File: config.mk
export PLATFORM = sky130hd
export DESIGN_NAME = fmsp_serial_port
export DESIGN_NICKNAME = d
export VERILOG_FILES = /design/src/fmsp_pkg.sv /design/src/fmsp_serial_port.sv /design/src/fmsp_timer2.sv /design/src/fmsp_baud.sv
export VERILOG_INCLUDE_DIRS = /design/src /design/src/src
export SDC_FILE = /design/constraint.sdc
export NUM_CORES = 1
export LEC_CHECK = 0
export BUFFER_PORTS_ARGS = -buffer_cell sky130_fd_sc_hd__buf_2
export CORE_ASPECT_RATIO = 0.9
export CORE_MARGIN = 4
export CORE_UTILIZATION = 62
export DETAILED_ROUTE_END_ITERATION = 8
export HOLD_SLACK_MARGIN = 0.15
export PLACE_DENSITY_LB_ADDON = 0.05
export SLEW_MARGIN = 10
export SYNTH_ARGS = -nofsm -noshare
export SYNTH_HDL_FRONTEND = slang
export SYNTH_HIERARCHICAL = 1
export SYNTH_SLANG_ARGS = --single-unit
File: constraint.sdc
create_clock -name CLK -period 10.7 [get_ports CLK]
set_input_delay 1.605 -clock CLK [delete_from_list [all_inputs] [get_ports CLK]]
set_output_delay 1.605 -clock CLK [all_outputs]
set_load 0.005 [all_outputs]
File: src/fmsp_regs.svh
// constants for the four-mode serial port
`ifndef FMSP_REGS_SVH
`define FMSP_REGS_SVH

// ****************************************
// synchronous mode timing
// ****************************************
`define FMSP_SYNC_DIV 4'hC
`define FMSP_SYNC_LAST 4'hB
`define FMSP_SYNC_RISE 4'h6
`define FMSP_SYNC_BITS 4'h8

// ****************************************
// asynchronous framing
// ****************************************
`define FMSP_OVS_MID 4'h7
`define FMSP_BITS8 4'h8
`define FMSP_BITS9 4'h9

// ****************************************
// baud sources
// ****************************************
`define FMSP_T1_TOP 8'hFF
`define FMSP_T2_TOP 16'hFFFF
`define FMSP_FIX_DIV_SLOW 2'h3
`define FMSP_FIX_DIV_FAST 2'h1

// ****************************************
// reset values
// ****************************************
`define FMSP_RST_BYTE 8'h00
`define FMSP_RST_T2 16'h0000

`endif

File: src/fmsp_pkg.sv
// types for the four-mode serial port
package fmsp_pkg;

  typedef enum logic [1:0] {
    MD_SYNC = 2'b00,
    MD_VAR8 = 2'b01,
    MD_FIX9 = 2'b10,
    MD_VAR9 = 2'b11
  } fmsp_mode_t;

  typedef enum logic [1:0] {
    ST_IDLE = 2'b00,
    ST_START = 2'b01,
    ST_BITS = 2'b10,
    ST_STOP = 2'b11
  } fmsp_state_t;

endpackage

File: src/fmsp_serial_port.sv
// four-mode serial port: synchronous shift and three async modes
`timescale 1ns/100ps
`include "fmsp_regs.svh"

module fmsp_serial_port (
  input wire logic CLK,
  input wire logic RST,
  input wire logic [1:0] MODE_SELECT_BITS,
  input wire logic MULTIPROC_ENABLE,
  input wire logic RECEIVE_ENABLE_BIT,
  input wire logic TX_NINTH_BIT,
  input wire logic BAUD_DOUBLER,
  input wire logic RX_TIMER2_SELECT,
  input wire logic TX_TIMER2_SELECT,
  input wire logic TIMER2_EXT_CLOCK_SELECT,
  input wire logic TIMER2_EXT_PIN,
  input wire logic [15:0] TIMER2_RELOAD,
  input wire logic [7:0] TIMER1_RELOAD,
  input wire logic SERIAL_INT_ENABLE,
  input wire logic BUF_WRITE,
  input wire logic [7:0] BUF_WDATA,
  output logic [7:0] BUF_RDATA,
  input wire logic TX_FLAG_CLEAR,
  input wire logic RX_FLAG_CLEAR,
  output logic TX_DONE_FLAG,
  output logic RX_DONE_FLAG,
  output logic RX_NINTH_BIT,
  output logic SERIAL_IRQ,
  output logic TIMER2_IRQ_BLOCK,
  output logic TX_BUSY,
  output logic TX_PIN_O,
  input wire logic RX_PIN_I,
  output logic RX_PIN_O,
  output logic RX_PIN_OE
);
  import fmsp_pkg::*;

  fmsp_mode_t mode;
  logic nine;
  logic tx_tick;
  logic rx_tick;
  logic t2_ovf;

  fmsp_state_t tx_st_q;
  logic [8:0] tx_sh_q;
  logic [3:0] tx_bit_q;
  logic [3:0] tx_ovs_q;
  logic tx_line_q;
  logic tx_set;

  fmsp_state_t rx_st_q;
  logic [8:0] rx_sh_q;
  logic [3:0] rx_bit_q;
  logic [3:0] rx_ovs_q;
  logic rx_prev_q;
  logic rx_set;
  logic [7:0] rx_data;
  logic rx_ninth;
  logic rx_accept;

  logic [3:0] sync_q;
  logic sync_run;
  logic sync_edge;
  logic sync_rise;
  logic m0_rx_go;

  logic [7:0] rx_buf_q;
  logic rb8_q;
  logic ti_q;
  logic ri_q;
  logic [3:0] nbits;

  // ****************************************
  // mode decode
  // ****************************************
  assign mode = fmsp_mode_t'(MODE_SELECT_BITS);
  assign nine = MODE_SELECT_BITS[1];
  assign nbits = nine ? `FMSP_BITS9 : `FMSP_BITS8;

  // ****************************************
  // baud sources
  // ****************************************
  fmsp_timer2 u_timer2 (
    .clk(CLK),
    .rst(RST),
    .run(RX_TIMER2_SELECT | TX_TIMER2_SELECT),
    .ext_sel(TIMER2_EXT_CLOCK_SELECT),
    .ext_pin(TIMER2_EXT_PIN),
    .reload(TIMER2_RELOAD),
    .overflow(t2_ovf),
    .irq_block(TIMER2_IRQ_BLOCK)
  );

  fmsp_baud u_baud (
    .clk(CLK),
    .rst(RST),
    .mode(mode),
    .baud_doubler(BAUD_DOUBLER),
    .timer1_reload(TIMER1_RELOAD),
    .t2_overflow(t2_ovf),
    .rx_t2_sel(RX_TIMER2_SELECT),
    .tx_t2_sel(TX_TIMER2_SELECT),
    .tx_tick(tx_tick),
    .rx_tick(rx_tick)
  );

  // ****************************************
  // synchronous mode bit clock
  // ****************************************
  assign sync_run = (mode == MD_SYNC) &&
                    (tx_st_q != ST_IDLE || rx_st_q != ST_IDLE);
  assign sync_edge = sync_run && (sync_q == `FMSP_SYNC_LAST);
  assign sync_rise = sync_run && (sync_q == `FMSP_SYNC_RISE);
  assign m0_rx_go = (mode == MD_SYNC) && RECEIVE_ENABLE_BIT && !ri_q &&
                    tx_st_q == ST_IDLE && rx_st_q == ST_IDLE;

  always_ff @(posedge CLK) begin
    if (RST || !sync_run) begin
      sync_q <= 4'h0;
    end else if (sync_q == `FMSP_SYNC_LAST) begin
      sync_q <= 4'h0;
    end else begin
      sync_q <= sync_q + 4'h1;
    end
  end

  // ****************************************
  // transmitter
  // ****************************************
  always_ff @(posedge CLK) begin
    tx_set <= 1'b0;
    if (RST) begin
      tx_st_q <= ST_IDLE;
      tx_sh_q <= 9'h000;
      tx_bit_q <= 4'h0;
      tx_ovs_q <= 4'h0;
      tx_line_q <= 1'b1;
    end else if (mode == MD_SYNC) begin
      tx_line_q <= 1'b1;
      tx_ovs_q <= 4'h0;
      case (tx_st_q)
        ST_IDLE: begin
          if (BUF_WRITE && rx_st_q == ST_IDLE) begin
            tx_sh_q <= {1'b0, BUF_WDATA};
            tx_bit_q <= 4'h0;
            tx_st_q <= ST_BITS;
          end
        end
        ST_BITS: begin
          if (sync_edge) begin
            tx_sh_q <= {1'b0, tx_sh_q[8:1]};
            tx_bit_q <= tx_bit_q + 4'h1;
            if (tx_bit_q == `FMSP_SYNC_BITS - 4'h1) begin
              tx_set <= 1'b1;
              tx_st_q <= ST_IDLE;
            end
          end
        end
        default: begin
          tx_st_q <= ST_IDLE;
        end
      endcase
    end else begin
      case (tx_st_q)
        ST_IDLE: begin
          tx_line_q <= 1'b1;
          if (BUF_WRITE) begin
            tx_sh_q <= {TX_NINTH_BIT, BUF_WDATA};
            tx_bit_q <= 4'h0;
            tx_ovs_q <= 4'h0;
            tx_line_q <= 1'b0;
            tx_st_q <= ST_START;
          end
        end
        ST_START: begin
          if (tx_tick) begin
            tx_ovs_q <= tx_ovs_q + 4'h1;
            if (tx_ovs_q == 4'hF) begin
              tx_line_q <= tx_sh_q[0];
              tx_st_q <= ST_BITS;
            end
          end
        end
        ST_BITS: begin
          if (tx_tick) begin
            tx_ovs_q <= tx_ovs_q + 4'h1;
            if (tx_ovs_q == 4'hF) begin
              tx_bit_q <= tx_bit_q + 4'h1;
              if (tx_bit_q == nbits - 4'h1) begin
                tx_line_q <= 1'b1;
                tx_set <= 1'b1;
                tx_st_q <= ST_STOP;
              end else begin
                tx_line_q <= tx_sh_q[1];
                tx_sh_q <= {1'b0, tx_sh_q[8:1]};
              end
            end
          end
        end
        ST_STOP: begin
          if (tx_tick) begin
            tx_ovs_q <= tx_ovs_q + 4'h1;
            if (tx_ovs_q == 4'hF) begin
              tx_st_q <= ST_IDLE;
            end
          end
        end
        default: begin
          tx_st_q <= ST_IDLE;
        end
      endcase
    end
  end

  // ****************************************
  // receiver
  // ****************************************
  always_ff @(posedge CLK) begin
    if (RST) begin
      rx_prev_q <= 1'b1;
    end else begin
      rx_prev_q <= RX_PIN_I;
    end
  end

  always_ff @(posedge CLK) begin
    rx_set <= 1'b0;
    if (RST) begin
      rx_st_q <= ST_IDLE;
      rx_sh_q <= 9'h000;
      rx_bit_q <= 4'h0;
      rx_ovs_q <= 4'h0;
    end else if (mode == MD_SYNC) begin
      rx_ovs_q <= 4'h0;
      case (rx_st_q)
        ST_IDLE: begin
          if (m0_rx_go && !BUF_WRITE) begin
            rx_bit_q <= 4'h0;
            rx_st_q <= ST_BITS;
          end
        end
        ST_BITS: begin
          if (sync_rise) begin
            rx_sh_q <= {RX_PIN_I, rx_sh_q[8:1]};
            rx_bit_q <= rx_bit_q + 4'h1;
            if (rx_bit_q == `FMSP_SYNC_BITS - 4'h1) begin
              rx_st_q <= ST_STOP;
            end
          end
        end
        ST_STOP: begin
          rx_set <= 1'b1;
          rx_st_q <= ST_IDLE;
        end
        default: begin
          rx_st_q <= ST_IDLE;
        end
      endcase
    end else begin
      case (rx_st_q)
        ST_IDLE: begin
          if (RECEIVE_ENABLE_BIT && rx_prev_q && !RX_PIN_I) begin
            rx_ovs_q <= 4'h0;
            rx_bit_q <= 4'h0;
            rx_st_q <= ST_START;
          end
        end
        ST_START: begin
          if (rx_tick) begin
            rx_ovs_q <= rx_ovs_q + 4'h1;
            if (rx_ovs_q == `FMSP_OVS_MID) begin
              rx_st_q <= RX_PIN_I ? ST_IDLE : ST_BITS;
            end
          end
        end
        ST_BITS: begin
          if (rx_tick) begin
            rx_ovs_q <= rx_ovs_q + 4'h1;
            if (rx_ovs_q == `FMSP_OVS_MID) begin
              rx_sh_q <= {RX_PIN_I, rx_sh_q[8:1]};
              rx_bit_q <= rx_bit_q + 4'h1;
              if (rx_bit_q == nbits - 4'h1) begin
                rx_st_q <= ST_STOP;
              end
            end
          end
        end
        ST_STOP: begin
          if (rx_tick) begin
            rx_ovs_q <= rx_ovs_q + 4'h1;
            if (rx_ovs_q == `FMSP_OVS_MID) begin
              rx_set <= rx_accept;
              rx_st_q <= ST_IDLE;
            end
          end
        end
        default: begin
          rx_st_q <= ST_IDLE;
        end
      endcase
    end
  end

  // ****************************************
  // frame acceptance
  // ****************************************
  always_comb begin
    if (mode == MD_SYNC) begin
      rx_data = rx_sh_q[8:1];
      rx_ninth = rb8_q;
      rx_accept = 1'b1;
    end else if (nine) begin
      rx_data = rx_sh_q[7:0];
      rx_ninth = rx_sh_q[8];
      rx_accept = !ri_q && (!MULTIPROC_ENABLE || rx_sh_q[8]);
    end else begin
      rx_data = rx_sh_q[8:1];
      rx_ninth = RX_PIN_I;
      rx_accept = !ri_q && (!MULTIPROC_ENABLE || RX_PIN_I);
    end
  end

  // ****************************************
  // holding register and flags
  // ****************************************
  always_ff @(posedge CLK) begin
    if (RST) begin
      rx_buf_q <= `FMSP_RST_BYTE;
      rb8_q <= 1'b0;
    end else if (rx_set) begin
      rx_buf_q <= rx_data;
      rb8_q <= rx_ninth;
    end
  end

  always_ff @(posedge CLK) begin
    if (RST) begin
      ti_q <= 1'b0;
    end else if (tx_set) begin
      ti_q <= 1'b1;
    end else if (TX_FLAG_CLEAR) begin
      ti_q <= 1'b0;
    end
  end

  always_ff @(posedge CLK) begin
    if (RST) begin
      ri_q <= 1'b0;
    end else if (rx_set) begin
      ri_q <= 1'b1;
    end else if (RX_FLAG_CLEAR) begin
      ri_q <= 1'b0;
    end
  end

  // ****************************************
  // outputs
  // ****************************************
  assign BUF_RDATA = rx_buf_q;
  assign TX_DONE_FLAG = ti_q;
  assign RX_DONE_FLAG = ri_q;
  assign RX_NINTH_BIT = rb8_q;
  assign SERIAL_IRQ = SERIAL_INT_ENABLE & (ti_q | ri_q);
  assign TX_BUSY = (tx_st_q != ST_IDLE);

  // shift clock low first half of each bit
  assign TX_PIN_O = sync_run ? (sync_q >= `FMSP_SYNC_RISE)
                             : tx_line_q;
  assign RX_PIN_O = tx_sh_q[0];
  assign RX_PIN_OE = (mode == MD_SYNC) && (tx_st_q == ST_BITS);
endmodule

File: src/fmsp_timer2.sv
// timer 2 in baud generator operation
`timescale 1ns/100ps
`include "fmsp_regs.svh"

module fmsp_timer2 (
  input wire logic clk,
  input wire logic rst,
  input wire logic run,
  input wire logic ext_sel,
  input wire logic ext_pin,
  input wire logic [15:0] reload,
  output logic overflow,
  output logic irq_block
);
  import fmsp_pkg::*;

  logic [15:0] cnt_q;
  logic half_q;
  logic pin_q;
  logic step;

  // ****************************************
  // count source: half system clock or pin edge
  // ****************************************
  always_ff @(posedge clk) begin
    if (rst) begin
      half_q <= 1'b0;
      pin_q <= 1'b0;
    end else begin
      half_q <= ~half_q;
      pin_q <= ext_pin;
    end
  end

  assign step = run & (ext_sel ? (ext_pin & ~pin_q) : half_q);

  always_ff @(posedge clk) begin
    if (rst) begin
      cnt_q <= `FMSP_RST_T2;
    end else if (!run) begin
      // preload so the first overflow comes one reload period after select
      cnt_q <= reload;
    end else if (step) begin
      if (cnt_q == `FMSP_T2_TOP) begin
        cnt_q <= reload;
      end else begin
        cnt_q <= cnt_q + 16'h0001;
      end
    end
  end

  assign overflow = step & (cnt_q == `FMSP_T2_TOP);
  assign irq_block = run;
endmodule

File: src/fmsp_baud.sv
// oversampling tick generation for transmit and receive
`timescale 1ns/100ps
`include "fmsp_regs.svh"

module fmsp_baud (
  input wire logic clk,
  input wire logic rst,
  input wire fmsp_pkg::fmsp_mode_t mode,
  input wire logic baud_doubler,
  input wire logic [7:0] timer1_reload,
  input wire logic t2_overflow,
  input wire logic rx_t2_sel,
  input wire logic tx_t2_sel,
  output logic tx_tick,
  output logic rx_tick
);
  import fmsp_pkg::*;

  logic [7:0] t1_q;
  logic t1_ovf;
  logic t1_half_q;
  logic t1_tick;
  logic [1:0] fix_q;
  logic fix_tick;
  logic [1:0] fix_top;

  // ****************************************
  // timer 1, 8-bit auto-reload
  // ****************************************
  assign t1_ovf = (t1_q == `FMSP_T1_TOP);

  always_ff @(posedge clk) begin
    if (rst) begin
      t1_q <= `FMSP_RST_BYTE;
    end else if (t1_ovf) begin
      t1_q <= timer1_reload;
    end else begin
      t1_q <= t1_q + 8'h01;
    end
  end

  always_ff @(posedge clk) begin
    if (rst) begin
      t1_half_q <= 1'b0;
    end else if (t1_ovf) begin
      t1_half_q <= ~t1_half_q;
    end
  end

  // 16 ticks per bit: /32 or /16 of overflow rate
  assign t1_tick = t1_ovf & (baud_doubler | t1_half_q);

  // ****************************************
  // fixed rate: system clock /64 or /32
  // ****************************************
  assign fix_top = baud_doubler ? `FMSP_FIX_DIV_FAST
                                : `FMSP_FIX_DIV_SLOW;

  always_ff @(posedge clk) begin
    if (rst) begin
      fix_q <= 2'h0;
    end else if (fix_q >= fix_top) begin
      fix_q <= 2'h0;
    end else begin
      fix_q <= fix_q + 2'h1;
    end
  end

  assign fix_tick = (fix_q >= fix_top);

  // ****************************************
  // independent source selection
  // ****************************************
  always_comb begin
    if (mode == MD_FIX9) begin
      tx_tick = fix_tick;
      rx_tick = fix_tick;
    end else begin
      tx_tick = tx_t2_sel ? t2_overflow : t1_tick;
      rx_tick = rx_t2_sel ? t2_overflow : t1_tick;
    end
  end
endmodule

# Yosys cells after proc, flatten, opt, wreduce, memory -nomap -nowiden
# Cells that the tools add are included.
[classes]
mux = 104
n_bitwise = 12
n_eq_ne = 50
n_addsub = 9
magnitude_cmp = 2
n_reduce_logical = 50
[op_table]
columns = ["cell", "n"]
rows = [
  ["$mux 9", 13],
  ["$ne 3x3->1 const B", 20],
  ["$mux 4", 14],
  ["$mux 2", 26],
  ["$mux 16", 3],
  ["$pmux 4 s2", 6],
  ["$pmux 9 s2", 2],
  ["$mux 1", 32],
  ["$mux 8", 3],
  ["$reduce_and 11->1", 2],
  ["$add 4x1->4 const B", 5],
  ["$add 16x1->16 const B", 1],
  ["$eq 16x16->1 const B", 1],
  ["$eq 4x3->1 const B", 4],
  ["$pmux 2 s4", 2],
  ["$reduce_bool 2->1", 8],
  ["$logic_and 1x1->1", 14],
  ["$ne 2x2->1 const B", 7],
  ["$reduce_and 6->1", 2],
  ["$eq 2x2->1 const B", 5],
  ["$add 8x1->8 const B", 1],
  ["$eq 4x4->1", 2],
  ["$eq 4x4->1 const B", 2],
  ["$eq 8x8->1 const B", 1],
  ["other kinds (23)", 51],
]
[word_totals]
wordCells = 250
in_bits = 49
reg_bits = 86

# Depth between registers and ports, before layout
# Gate-level depths: netlist of the first run.
[logic_depth]
depth_word = 10
depth_mapped = 13
ltp_nobuf = 11

# Cells and area by module
# Netlist of the first run, hierarchy kept.
[by_module_without_submodules]
columns = ["mod", "area_each_um2", "n_inst", "cells_each"]
rows = [
  ["fmsp_serial_port", 3021.6, 1, 362],
  ["fmsp_timer2", 1167.4, 1, 147],
  ["fmsp_baud", 590.6, 1, 67],
]

# Worst setup path after synthesis of the first run
# Ideal clock, no wire load.
[synth_timing]
path_kind = "input to output"
startpoint = "in MODE_SELECT_BITS[1]"
endpoint = "out TX_PIN_O"
required_time_ps = 9095
setup_slack_ps = 6452
path_stages = 6
path_buffers = 2
arrival_ps = 2643
cell_sequence = "buf_4 or2_2 clkbuf_1 a21oi_1 nor2_1 a31oi_1"
[synth_between]
elab_chain_len = 3
[synth_rtl]
columns = ["item", "line", "text"]
rows = [
  ["start: declaration", "fmsp_serial_port.sv:8", "input wire logic [1:0] MODE_SELECT_BITS,"],
  ["$logic_not 2->1", "fmsp_serial_port.sv:110", "assign sync_run = (mode == MD_SYNC) &&"],
  ["$logic_and 1x1->1", "fmsp_serial_port.sv:110", ""],
  ["$mux 1", "fmsp_serial_port.sv:367", "assign TX_PIN_O = sync_run ? (sync_q >= `FMSP_SYNC_RISE)"],
  ["end: declaration", "fmsp_serial_port.sv:31", "output logic TX_PIN_O,"],
]
# No other way between the ends.

# Worst setup path after layout of the first run
# Ends and elaborated chain as after synthesis.

==> flow_summary_export.csv, run 1 <==
group,metric,value,unit
clocking,htreeDepth,3,
sta,worst_slack,6.14,ns
detailed_routing,wl,11200,um
floorplanning,std_cell_rows,30,
power_and_ir_drop,p_comb_share,29.1,%
clocking,holdBufCountCts,0,
sta,whs,0.445,ns
grt,antenna_found_initial,0,
clocking,clock_tree.root_cell,"clkbuf_8",
cells_and_area,antenna_cells,0,
grt,grt_pass1_wl,19000,um
floorplanning,die_area,9180,um2
detailed_routing,vias_per_cell,6.18,
placement,hpwl,7920,um
cells_and_area,fin_area,5330,um2
detailed_routing,routedWlPerCell,15.4,um
clocking,clk_path_buf_depth,2,
job,drv_cap,0,
power_and_ir_drop,pwr-share-clk,30.3,%
floorplanning,start_util,63.7,%
grt,grt.total_usage,24.9,%
detailed_routing,firstDrtPassIters,5,
sta,skew,0.0132,ns
sta,finalCritPeriodShare,42.6,%
critical_path,critPathRequiredTime,9.10,ns
sta,fin_crit,4.56,ns
sta,finalSetupViolations,0,
floorplanning,io_pins,66,
logic_synthesis,ys_seq_area_share,36.0,%
clocking,ctsResizeCount,0,
placement,pre_cts_slack,5.89,ns
logic_synthesis,synth_flop_cell,"dfxtp_1",
power_and_ir_drop,p_seq_share,40.5,%
critical_path,start_kind,"input pin",
logic_synthesis,synthCells,576,
detailed_routing,vias,4492,
grt,grt_max_degree,77,
critical_path,end_kind,"output port",
logic_synthesis,synth-warning-count,6,
sta,drv_slew,0,
power_and_ir_drop,intPower,0.610,mW
placement,numPortBuffers,65,
sta,hold_viol_final,0,
cells_and_area,layout-drive-gt1-share,18.7,%
cells_and_area,nets,688,
grt,grt_overflow_total,0,
logic_synthesis,syn_area_per_cell,8.30,um2
critical_path,criticalPathCategory,"input pin to output port",
placement,placed_cell_area,5080,um2
clocking,clock_sinks,86,
logic_synthesis,netlist-cell-type-count,76,
logic_synthesis,synth_edf_count,0,
power_and_ir_drop,peakVddDrop,0.118,mV
logic_synthesis,synth_area_leaders,"dfxtp_1 36%, nand2_1 5.2%, a21oi_1 4.8%",
sta,max_clock_freq,219,MHz
cells_and_area,final_util,71.0,%
critical_path,r2r_setup_slack,6.70,ns
power_and_ir_drop,leakagePower,2.05,nW
sta,rsz0062_at_grt,"false",
detailed_routing,drc,0,
logic_synthesis,netlist_area,4780,um2
detailed_routing,drtAntennaViolNets,0,
clocking,cts_inserted_buffers,9,
logic_synthesis,synth.top_cell.area_share,36.0,%
logic_synthesis,synth_seq_cells,86,
power_and_ir_drop,switchingPower,0.305,mW
critical_path,worstSetupStartpoint,"MODE_SELECT_BITS[1]",
floorplanning,die_w,101,um
power_and_ir_drop,powerDensity,172,nW/um2
cells_and_area,area_growth_syn_to_layout,11.5,%
grt,grt_pass1_vias,4018,
clocking,post_cts_buffers,0,
clocking,cts_tree,"yes",
critical_path,r2r_start,"u_timer2/cnt_q[0]",
floorplanning,coreArea,7510,um2
logic_synthesis,synthArstFlopShare,0,%
clocking,insertion_delay,0.36,ns
power_and_ir_drop,switching_share,33.3,%
floorplanning,die_y,91.3,um
sta,worstMarginPinSlew,0.877,ns
critical_path,r2r_cells,11,
critical_path,worst_ep_arrival_time,2.96,ns
cells_and_area,mostFrequentLayoutCells,"86 x dfxtp_1, 66 x nand2_1, 65 x buf_2",
cells_and_area,layout_commonest_cell,"dfxtp_1",
placement,place_congestion,0.899,
critical_path,crit_end,"TX_PIN_O",
sta,tns,0,ns
detailed_routing,drtIter0Drc,265,
logic_synthesis,synth_area_leader_cell,"dfxtp_1",
logic_synthesis,syn_nets,638,
sta,relSlewSlack,41.6,%
critical_path,r2r-end,"tx_sh_q[1]",
clocking,path_clk_slew,0.08,ns
min_path,hold_path_class,"flop to flop",
run_status,outcome,"completed",
critical_path,path_max_fanout,17,
[final cells by class]
| type | count | area (um2) |
|---|---|---|
| multi-input cells | 435 | 2800 |
| fillers | 635 | 2180 |
| flip-flops and latches | 86 | 1720 |
| repair buffers | 68 | 348 |
| clock buffers | 9 | 124 |
| clock inverters | 7 | 120 |
| well taps | 96 | 120 |
| inverters | 26 | 97.6 |
[flip-flops by register name (all words and copies together) (netlist names), 2 cells and up, named ones only]
signal,flops
BUF_RDATA,8
tx_bit_q,4
tx_ovs_q,4
u_baud/fix_q,2
rx_ovs_q,4
u_baud/t1_q,8
sync_q,4
rx_bit_q,4
tx_sh_q,9
tx_st_q,2
rx_sh_q,9
u_timer2/cnt_q,16
[how the worst min path moves through the flow]
stage	from	to	slack [ns]	depth (start not counted)
after floorplan	u_timer2/half_q	u_timer2/half_q	0.41	1
after global placement	u_timer2/half_q	u_timer2/half_q	0.43	1
after detailed placement	u_timer2/half_q	u_timer2/half_q	0.44	1
after CTS	u_timer2/half_q	u_timer2/half_q	0.45	1
after global routing	tx_set	TX_DONE_FLAG	0.48	2
final	u_timer2/half_q	u_timer2/half_q	0.45	1
[layer usage]
metal	GRT usage [%]	vias to the layer above	share of wire (%)
met3	5.45	11	6.8
li1	-	2225	-
met1	35.3	2088	46
met5	0	-	0
met4	5.39	0	0.85
met2	39.0	168	47
[power by group through the flow]
| stage | Sequential, mW | Combinational (mW) | Clock, mW |
|---|---|---|---|
| 5_1_grt | 0.375 | 0.296 | 0.298 |
| 2_1_floorplan | 0.370 | 0.217 | 0 |
| 3_3_place_gp | 0.376 | 0.255 | 0 |
| 4_1_cts | 0.370 | 0.263 | 0.284 |
| 3_5_place_dp | 0.378 | 0.262 | 0 |
| 6_report | 0.371 | 0.267 | 0.278 |
[through the flow]
step / cells / total power [mW]
after global placement: 711 / 0.631
after detailed placement: 711 / 0.639
after global routing: 727 / 0.968
after floorplan: 576 / 0.587
after CTS: 727 / 0.918
final: 727 / 0.916
[cells in the mapped netlist (3+ instances only)]
cell      count
or2_2         4
a221oi_1      4
nand4b_1      4
nand4_1      13
a211oi_1     17
nor4_1        4
inv_1        26
ha_1         13
nand3b_1      4
buf_2         3
buf_6         3
o22ai_1       9
nor3_1       16
xnor2_1       5
buf_4         6
a31oi_1      14
and4_1        3
mux2i_1      10
o21ai_0      18
nor2b_1       7
a21o_1        5
a22oi_1       5
and3_1        5
nand2b_1     10
clkbuf_1     16
and3b_1       4
nand2_1      66
nor2_1       47
a21oi_1      46
or3_1         5
a311oi_1      4
nand4_4       3
nor3b_1       5
and2_1        5
nand3_1      22
a221oi_2      8
dfxtp_1      86
[critical path, cell delays in order]
cell	delay [ns]
buf_2	0.24
or2_2	0.46
a21oi_1	0.25
nor2_1	0.07
a31oi_1	0.18
buf_2	0.15
[logic make-up after synthesis]
kind of cell / Yosys count / synth area share (%)
flip-flops: 86 / 36.0
AO/OA/AOI/OAI: 162 / 24.0
multiplexers: 12 / 2.57
XOR/XNOR: 7 / 1.28
adder cells (fa/ha/maj): 13 / 3.40
AND/OR/NAND/NOR: 241 / 27.3
buffers and inverters: 55 / 5.44
No activity file was read; power rests on OpenSTA's default activity.
==> run 2, diff against run 1 <==
--- a/config.mk
+++ b/config.mk
@@ -9,7 +9,7 @@
 export BUFFER_PORTS_ARGS = -buffer_cell sky130_fd_sc_hd__buf_2
 export CORE_ASPECT_RATIO = 0.9
 export CORE_MARGIN = 4
-export CORE_UTILIZATION = 62
+export CORE_UTILIZATION = 52
 export DETAILED_ROUTE_END_ITERATION = 8
 export HOLD_SLACK_MARGIN = 0.15
 export PLACE_DENSITY_LB_ADDON = 0.05
==> constraint.sdc (replaced) <==
create_clock -name CLK -period 3.94 [get_ports CLK]
set_input_delay 0.591 -clock CLK [delete_from_list [all_inputs] [get_ports CLK]]
set_output_delay 0.591 -clock CLK [all_outputs]
set_load 0.005 [all_outputs]
==> run 2 against run 1 <==
Compared with the run above: sequential power increased to 2.7 times the previous value; first-iteration DRC count up 31%; core utilization fell by 9.4 points; cell count grew 3.9%; combinational power increased to 2.7 times the previous value; clock skew fell by 0.0020 ns; clock-buffer cell count grew 3; flip-flop and latch count is the same; total power increased to 2.7 times the previous value; setup slack got worse by 5.8 ns; critical path type is now flop to flop; critical endpoint is now tx_sh_q[7]; largest power group unchanged.
==> flow_summary_export.csv, run 2 (synthesis results as in run 1) <==
group,metric,value,unit
run_status,outcome,"completed",
grt,grt_max_degree,43,
cells_and_area,mostFrequentLayoutCells,"86 x dfxtp_1, 66 x nand2_1, 65 x buf_2",
detailed_routing,routedWlPerCell,15.4,um
grt,grt_overflow_total,0,
cells_and_area,fin_cells,755,
cells_and_area,layout_commonest_cell,"dfxtp_1",
detailed_routing,wl_met3,684,um
detailed_routing,drc,0,
cells_and_area,multi_input_area,2800,um2
min_path,hold_path_class,"flop to flop",
detailed_routing,vias,4501,
critical_path,worst_ep_arrival_time,3.89,ns
placement,numPortBuffers,65,
power_and_ir_drop,powerDensity,457,nW/um2
cells_and_area,num-fill-cells,794,
placement,place_congestion,0.905,
critical_path,start_kind,"flop",
critical_path,r2r_cells,11,
sta,max_clock_freq,276,MHz
cells_and_area,nets,693,
clocking,insertion_delay,0.36,ns
detailed_routing,dr_wl_met2,5190,um
detailed_routing,vias_per_cell,5.96,
cells_and_area,ff_latch_area,1720,um2
detailed_routing,wl,11600,um
critical_path,crit_path_cell_trace,"ha_1 > nand3_1 > or4_4 > nor3_1 > nand2_1 > a31oi_2 > nand4_4 > o21a_1 > a221o_2 > a21o_1 > a221oi_2",
floorplanning,io_pins,66,
sta,drv_slew,0,
clocking,cts_tree,"yes",
cells_and_area,antenna_cells,0,
clocking,path_clk_slew,0.09,ns
cells_and_area,area_growth_syn_to_layout,13.0,%
sta,hold_viol_final,0,
power_and_ir_drop,power,2.47,mW
clocking,cts_inserted_buffers,9,
sta,finalSetupViolations,0,
detailed_routing,drtAntennaViolNets,0,
placement,hpwl,8290,um
grt,grt_pass1_vias,4071,
sta,finalCritPeriodShare,91.9,%
cells_and_area,reg_top3,"u_timer2/cnt_q: 16 flops, rx_sh_q: 9 flops, tx_sh_q: 9 flops",
floorplanning,die_y,99.0,um
clocking,holdBufCountCts,0,
sta,worstMarginPinSlew,0.855,ns
sta,skew,0.0112,ns
floorplanning,die_area,10800,um2
critical_path,critPathRequiredTime,4.21,ns
sta,whs,0.453,ns
clocking,htreeDepth,3,
clocking,clock_tree.root_cell,"clkbuf_8",
critical_path,cpPeakStageDelay,0.63,ns
floorplanning,die_w,109,um
placement,dp.cells,739,
detailed_routing,firstDrtPassIters,5,
sta,fin_crit,3.62,ns
cells_and_area,largest-register,"u_timer2/cnt_q",
grt,antenna_found_initial,0,
grt,grt.total_usage,22.2,%
clocking,post_cts_buffers,0,
cells_and_area,final_util,61.6,%
job,drv_cap,0,
sta,rsz0062_at_grt,"false",
detailed_routing,dr.max_layer_used,"met4",
floorplanning,start_util,54.5,%
power_and_ir_drop,peakVddDrop,0.250,mV
critical_path,path_max_fanout,9,
detailed_routing,m1WireLength,5590,um
power_and_ir_drop,leakagePower,2.08,nW
clocking,clock_sinks,86,
sta,tns,0,ns
critical_path,slowest_stage,"or4_4",
grt,grt_pass1_wl,19700,um
detailed_routing,drtIter0Drc,346,
critical_path,criticalPathCategory,"flop to flop",
cells_and_area,largest_reg_flops,16,
clocking,clk_path_buf_depth,2,
floorplanning,coreArea,8770,um2
sta,relSlewSlack,43.0,%
min_path,holdPathStages,2,
cells_and_area,layout-drive-gt1-share,19.5,%
critical_path,end_kind,"flop",
floorplanning,std_cell_rows,32,
==> run 2: changes by cell type in the layout (fill, tap and decap cells not counted) <==
cell	delta
a31oi_1	-1
a31oi_2	+1
buf_4	+5
bufinv_16	-1
clkbuf_8	+3
clkinv_2	-1
clkinv_4	+2
clkinvlp_4	-1
inv_6	-2
==> run 2: critical path: cells and delay by family (launching register included) <==
kind            cells  cell delay (ns)
compound gates      5             1.60
simple gates        5             1.31
flops               1             0.43
fa+ha+maj           1             0.21
==> run 2: power breakdown <==
part / internal [mW] / switching (mW)
sequential: 0.945 / 0.0614
combinational: 0.295 / 0.439
clock: 0.412 / 0.318
total: 1.65 / 0.818
==> run 2: metrics by stage <==
step	instance area (um2)	setup WS, ns
5_1_grt	5400	0.0244
2_1_floorplan	4780	0.510
3_5_place_dp	5150	0.260
4_1_cts	5390	0.241
6_report	5400	0.320
3_3_place_gp	5150	0.450
==> run 2: worst paths after layout <==
path	start	slack [ns]	end
worst max-delay path	u_timer2/cnt_q[0]	0.32	tx_sh_q[7]
worst min-delay path	tx_set	0.45	TX_DONE_FLAG
worst max register to register	u_timer2/cnt_q[0]	0.32	tx_sh_q[7]
worst min register to register	tx_set	0.45	TX_DONE_FLAG
==> run 2: cell type report <==
type / count / share of cell area, %
Clock buffer: 12 / 3.06
Sequential cell: 86 / 31.9
Timing Repair Buffer: 73 / 7.14
Clock inverter: 4 / 1.44
Tap cell: 119 / 2.76
Inverter: 26 / 1.81
Multi-Input combinational cell: 435 / 51.9
==> run 2: per-layer routing <==
layer | up-vias | GRT usage [%]
li1 | 2251 | -
met1 | 2108 | 32.4
met2 | 129 | 33.0
met3 | 13 | 4.98
met4 | 0 | 5.34
met5 | - | 0
==> run 2: what timing repair did <==
item	in CTS	in global routing
gates resized for setup	0	1
hold endpoints to repair	0	0
endpoints found under the setup margin	0	8
